===== config.mk =====
export PLATFORM = sky130hd
export DESIGN_NAME = partner_page_reg
export DESIGN_NICKNAME = d
export VERILOG_FILES = /design/src/hdl/partner_page_pkg.sv /design/src/hdl/partner_page_reg.sv
export SDC_FILE = /design/constraint.sdc
export NUM_CORES = 1
export LEC_CHECK = 0
export BUFFER_PORTS_ARGS = -buffer_cell sky130_fd_sc_hd__buf_2
export CAP_MARGIN = 20
export CORE_MARGIN = 10
export CORE_UTILIZATION = 36
export CTS_CLUSTER_DIAMETER = 200
export CTS_CLUSTER_SIZE = 40
export DETAILED_ROUTE_END_ITERATION = 10
export PLACE_DENSITY = 0.75
export SLEW_MARGIN = 15
export SYNTH_ARGS = -nofsm -noshare
export SYNTH_HDL_FRONTEND = slang
export SYNTH_SLANG_ARGS = --single-unit

===== constraint.sdc =====
create_clock -name CORE_CLK -period 1.3 [get_ports CORE_CLK]
set_input_delay 0.065 -clock CORE_CLK [delete_from_list [all_inputs] [get_ports CORE_CLK]]
set_output_delay 0.065 -clock CORE_CLK [all_outputs]
set_load 0.02 [all_outputs]

===== src/hdl/partner_page_pkg.sv =====
/*
  Package for the link partner next page status word: register offsets,
  field positions, reset values and the packed carriers.
  Assumes a 32-bit APB slave with one register per aligned word.
*/
package partner_page_pkg;

  // ----------------------------------------------------------------------
  // Register map
  // ----------------------------------------------------------------------
  localparam logic [7:0] PARTNER_PAGE_IDX = 8'h05;
  localparam logic [11:0] PARTNER_PAGE_ADDR = {2'h0, PARTNER_PAGE_IDX, 2'h0};
  localparam logic [11:0] PAGE_MODE_ADDR = 12'h040;
  localparam int MODE_BIT = 0;

  // ----------------------------------------------------------------------
  // Field layout
  // ----------------------------------------------------------------------
  localparam int MORE_PAGES_BIT = 15;
  localparam int ACK_BIT = 14;
  localparam int MSG_PAGE_BIT = 13;
  localparam int COMPLY_BIT = 12;
  localparam int TOGGLE_BIT = 11;
  localparam int CODE_MSB = 10;
  localparam int CODE_LSB = 0;
  localparam int CODE_W = 11;

  localparam logic [15:0] PAGE_WORD_RESET = 16'h0000;
  localparam logic [31:0] RDATA_ZERO = 32'h0000_0000;

  typedef struct packed {
    logic more_pages_flag;
    logic ack;
    logic message_page_flag;
    logic comply_ability_flag;
    logic toggle;
    logic [CODE_W-1:0] code;
  } page_word_s;

  typedef struct packed {
    logic valid;
    page_word_s word;
  } page_update_s;

endpackage


===== src/hdl/partner_page_reg.sv =====
/*
  Link partner next page status word behind an APB slave.
  Assumes the negotiation engine presents each received page as a one-cycle
  pulse on the same clock, and a level telling whether next pages run.
*/
`timescale 1ns/1ps
module partner_page_reg
  import partner_page_pkg::*;
(
  input wire logic CORE_CLK,
  input wire logic RESET_N,
  input wire logic PSEL,
  input wire logic PENABLE,
  input wire logic PWRITE,
  input wire logic [11:0] PADDR,
  input wire logic [31:0] PWDATA,
  input wire logic [3:0] PSTRB,
  output logic [31:0] PRDATA,
  output logic PREADY,
  output logic PSLVERR,
  input wire page_update_s PAGE_RX,
  input wire logic NEXT_PAGE_MODE,
  input wire logic [15:0] BASE_PAGE_WORD
);

  // ----------------------------------------------------------------------
  // Received next page word
  // ----------------------------------------------------------------------
  page_word_s word_q;
  logic mode_q;

  // Only the engine's pulse loads the word; the bus has no path here
  always_ff @(posedge CORE_CLK) begin
    if (!RESET_N) begin
      word_q <= PAGE_WORD_RESET;
    end else if (PAGE_RX.valid) begin
      word_q <= PAGE_RX.word;
    end
  end

  always_ff @(posedge CORE_CLK) begin
    if (!RESET_N) begin
      mode_q <= 1'h0;
    end else begin
      mode_q <= NEXT_PAGE_MODE;
    end
  end

  // ----------------------------------------------------------------------
  // APB slave: zero wait states, unmapped reads return zero with error
  // ----------------------------------------------------------------------
  logic access;
  logic [31:0] rdata_d;
  logic err_d;

  assign access = PSEL && PENABLE;
  assign PREADY = 1'h1;

  always_comb begin
    rdata_d = RDATA_ZERO;
    err_d = 1'h0;
    if (PADDR == PARTNER_PAGE_ADDR) begin
      // Next page view replaces base view while pages run
      rdata_d[$bits(page_word_s)-1:0] =
        mode_q ? word_q : BASE_PAGE_WORD;
    end else if (PADDR == PAGE_MODE_ADDR) begin
      rdata_d[MODE_BIT] = mode_q;
    end else begin
      err_d = 1'h1;
    end
  end

  // Read data is registered in setup so it is stable in access
  always_ff @(posedge CORE_CLK) begin
    if (!RESET_N) begin
      PRDATA <= RDATA_ZERO;
    end else if (PSEL && !PENABLE && !PWRITE) begin
      PRDATA <= rdata_d;
    end
  end

  // Writes to mapped words are accepted and dropped
  assign PSLVERR = access && err_d;
endmodule


==> results.json <==
{
  "outcome": "completed",
  "dp.cells": 274,
  "cts_num_sinks": 33,
  "global_route.usage.total": 0.1036,
  "maxCapViolations": 0,
  "hold-path-cell-count": 3,
  "hold_class": "primary input to flop",
  "die_w_microns": 86.23,
  "power_density_mw_per_mm2": 1130,
  "stdcell_area_sq_mm": 0.002062,
  "cellLeakagePower_uw": 0.0009965,
  "numPortBuffers": 67,
  "route.layer.met1.wl_microns": 1481,
  "max_slew.worst_pin.slew_ps": 1032,
  "worst_path_largest_cell_delay_ps": 530,
  "globalplace.congestion": 0.7312,
  "syn_area_sq_mm": 0.001579,
  "postSynthRegisterBits": 33,
  "finish.cell_count_without_fillers": 283,
  "fin_setup_tns_ps": 0,
  "worst_clock_skew_on_the_final_layout_ps": 7.863,
  "synth_common_cells": "33 x sky130_fd_sc_hd__dfxtp_1, 31 x sky130_fd_sc_hd__mux2i_1, 20 x sky130_fd_sc_hd__nand2_1",
  "io-pin-count": 121,
  "r2r_setup_slack_ps": 280,
  "tritoncts_clock_tree": "built",
  "hold_start": "PAGE_RX[12]",
  "start_util": 0.3677,
  "drt.antenna.violating_nets": 0,
  "timing.final.crit_period_ps": 1204,
  "postSynth.topFlopCell": "sky130_fd_sc_hd__dfxtp_1",
  "achievable_freq_ghz": 0.8306,
  "swShare": 0.2270,
  "dr_total_vias": 1259,
  "synth-edff-count": 0,
  "clock_buffers_created_by_tritoncts": 5,
  "areaGrowthSynthToFinish_pct": 30.59,
  "reg2reg_depth": 3,
  "p_seq_frac": 0.454,
  "grt_setup_unrepaired": "no",
  "remaining_drc_errors": 0,
  "worstPathArrival_ps": 1410,
  "cp.buffers_inverters": 3,
  "synth_sequential_area_ratio": 0.4184,
  "gr-total-overflow": 0,
  "worst_path_dominant_cell_family": "simple AND/OR/NAND/NOR gates",
  "worst_setup_path_end_kind": "flop",
  "design.die.area_sq_mm": 0.007436,
  "setup_violations": 0,
  "topRoutingLayerUsed": "met4",
  "core_sq_mm": 0.004294,
  "detail_route.first_pass.iterations": 3,
  "synth_area_leader_cell": "sky130_fd_sc_hd__dfxtp_1",
  "r2r-start": "mode_q",
  "timing.critical_path.slowest_stage_cell": "sky130_fd_sc_hd__or4_4",
  "internal_dissipation_uw": 1802,
  "drt-total-wl_microns": 3994,
  "placement_rows": 24,
  "post_synth_main_area_contributors": "sky130_fd_sc_hd__dfxtp_1 42%, sky130_fd_sc_hd__mux2i_1 20%, sky130_fd_sc_hd__buf_4 8.1%",
  "placed_cell_area_sq_mm": 0.001933,
  "pin_count_of_the_biggest_net_entering_global_routing": 21,
  "syn-instance-count": 158,
  "postSynth.asyncResetShare": 0,
  "layout.nets": 317,
  "power_share_of_the_clock_group": 0.419,
  "post_cts_clock_slew_at_the_launch_and_capture_registers_of_the_worst_setup_and_hold_paths_ps": 70,
  "worst_hold_path.endpoint": "word_q[12]",
  "post-layout-total-power_uw": 2331,
  "hold_vio_cnt_final": 0,
  "cp-start-kind": "primary input",
  "detailedRoute.firstIterationViolations": 29,
  "initial_antenna_violation_count": 0,
  "yosys_warnings": 0,
  "die_height_microns": 86.23,
  "dp.final_hpwl_microns": 3269,
  "grt_pass1_wl_microns": 6354,
  "worstPathRequired_ps": 1500,
  "timing.critical_path.cells": "buf_2, or4_4, nor3_4, buf_4, nand4_4, buf_12, o21ai_1",
  "post_synth_num_cell_types": 26,
  "cts_max_path_buffers": 2,
  "synth_top_cell_area_share": 0.4184,
  "cts.root.buffer_cell": "sky130_fd_sc_hd__clkbuf_8",
  "crit-reg2reg-capture": "PRDATA[10]",
  "htreeDepth": 2,
  "max-vdd-ir-drop_uv": 652.8,
  "route.detailed.vias_per_inst": 4.449,
  "routed-wl-met2_microns": 2183,
  "final_layout_size_suffix_gt1_frac": 0.4156,
  "cp_max_fo": 15,
  "slew-limit-headroom": 0.3108,
  "route.met3.wl_microns": 291,
  "netSwitchingPower_uw": 529.0,
  "num_antenna_cells": 0,
  "power_frac_comb": 0.127,
  "worstSetupPathType": "primary input to flop",
  "detail_route.wl_per_cell_microns": 14.11,
  "insertion_delay_ps": 270,
  "first_global_vias": 1403,
  "synth.most_common_cell": "sky130_fd_sc_hd__dfxtp_1",
  "layout_worst_path_cycle_share": 0.9261,
  "final-max-slew-violation-count": 0,
  "post_synth.cell_area_avg_sq_um": 9.994
}
## metrics by stage
| stage | hold WS [ps] | utilization | setup WS [ps] |
|---|---|---|---|
| 2_1_floorplan | 192.3 | - | 19.13 |
| 3_3_place_gp | 275.2 | 0.4502 | -112.3 |
| 3_5_place_dp | 285.7 | 0.4502 | -147.8 |
| 4_1_cts | 1.335 | 0.4779 | 26.74 |
| 5_1_grt | 55.60 | 0.4802 | 26.85 |
| 6_report | 47.15 | 0.4802 | 96.11 |
## state kept, by name (all words and copies together) (netlist names)
signal  flops
mode_q      1
word_q     16
PRDATA     16
## layer usage
layer / global-route usage / vias up
met3: 0.03471 / 2
met1: 0.09917 / 574
met2: 0.2001 / 37
met4: 0.03535 / 0
met5: 0 / -
li1: - / 646
## repair_timing
action | 4_1_cts | 5_1_grt
setup buffers | 1 | 0
hold buffers | 0 | 1
setup endpoints to repair | 1 | 15
gates resized for setup | 1 | 0
hold endpoints to repair | 0 | 1
pin swaps | 1 | 1
## cells by family after synthesis
| group | Yosys count | share of synthesized area |
|---|---|---|
| and+or+nand+nor | 48 | 0.1878 |
| DFF | 33 | 0.4184 |
| muxes | 31 | 0.1965 |
| buffers and inverters | 25 | 0.1062 |
| AOI/OAI and AO/OA | 19 | 0.08636 |
| other | 2 | 0.004756 |
## tightest hold or removal path: cells and delay by family
kind / cells / cell delay (ps)
simple gates: 1 / 90
buf+inv: 1 / 70
mux: 1 / 50
## power by group through the flow
stage / combinational [uW] / clock [uW] / sequential, uW
final: 295 / 977 / 1060
after global routing: 326 / 1040 / 1060
after CTS: 294 / 999 / 1060
after detailed placement: 293 / 0 / 1080
after global placement: 288 / 0 / 1080
after floorplan: 219 / 0 / 1080
## worst max path at each step
stage	start	end	cells after the start
2_1_floorplan	PADDR[11]	PRDATA[1]	5
3_3_place_gp	PSEL	PRDATA[7]	5
3_5_place_dp	PSEL	PRDATA[5]	5
4_1_cts	PADDR[11]	PRDATA[11]	7
5_1_grt	PADDR[11]	PRDATA[12]	7
6_report	PADDR[11]	PRDATA[13]	7
## layout make-up
class                      count  area (sq um)
clock buffer                   7         86.33
clock inverter                 1         30.03
fill                         440          2232
multi-input combinational    115         807.0
sequential                    33         660.6
tap                           52         65.06
timing repair buffer          75         412.9
## cells in the final DEF (no fill, tap or decap), drive strengths merged
cell type,count
nor3b,1
and2,1
a31oi,2
conb,17
a21oi,1
dfxtp,33
nand2b,1
or4,1
o22ai,1
nand2,20
nand4,2
nor2b,17
nor3,2
o21ai,15
mux2i,31
buf,74
bufinv,1
nor4,1
nand3b,1
nor2,1
clkbuf,7
dlygate4sd3,1
Note: power is estimated with default switching activity, not from simulation.
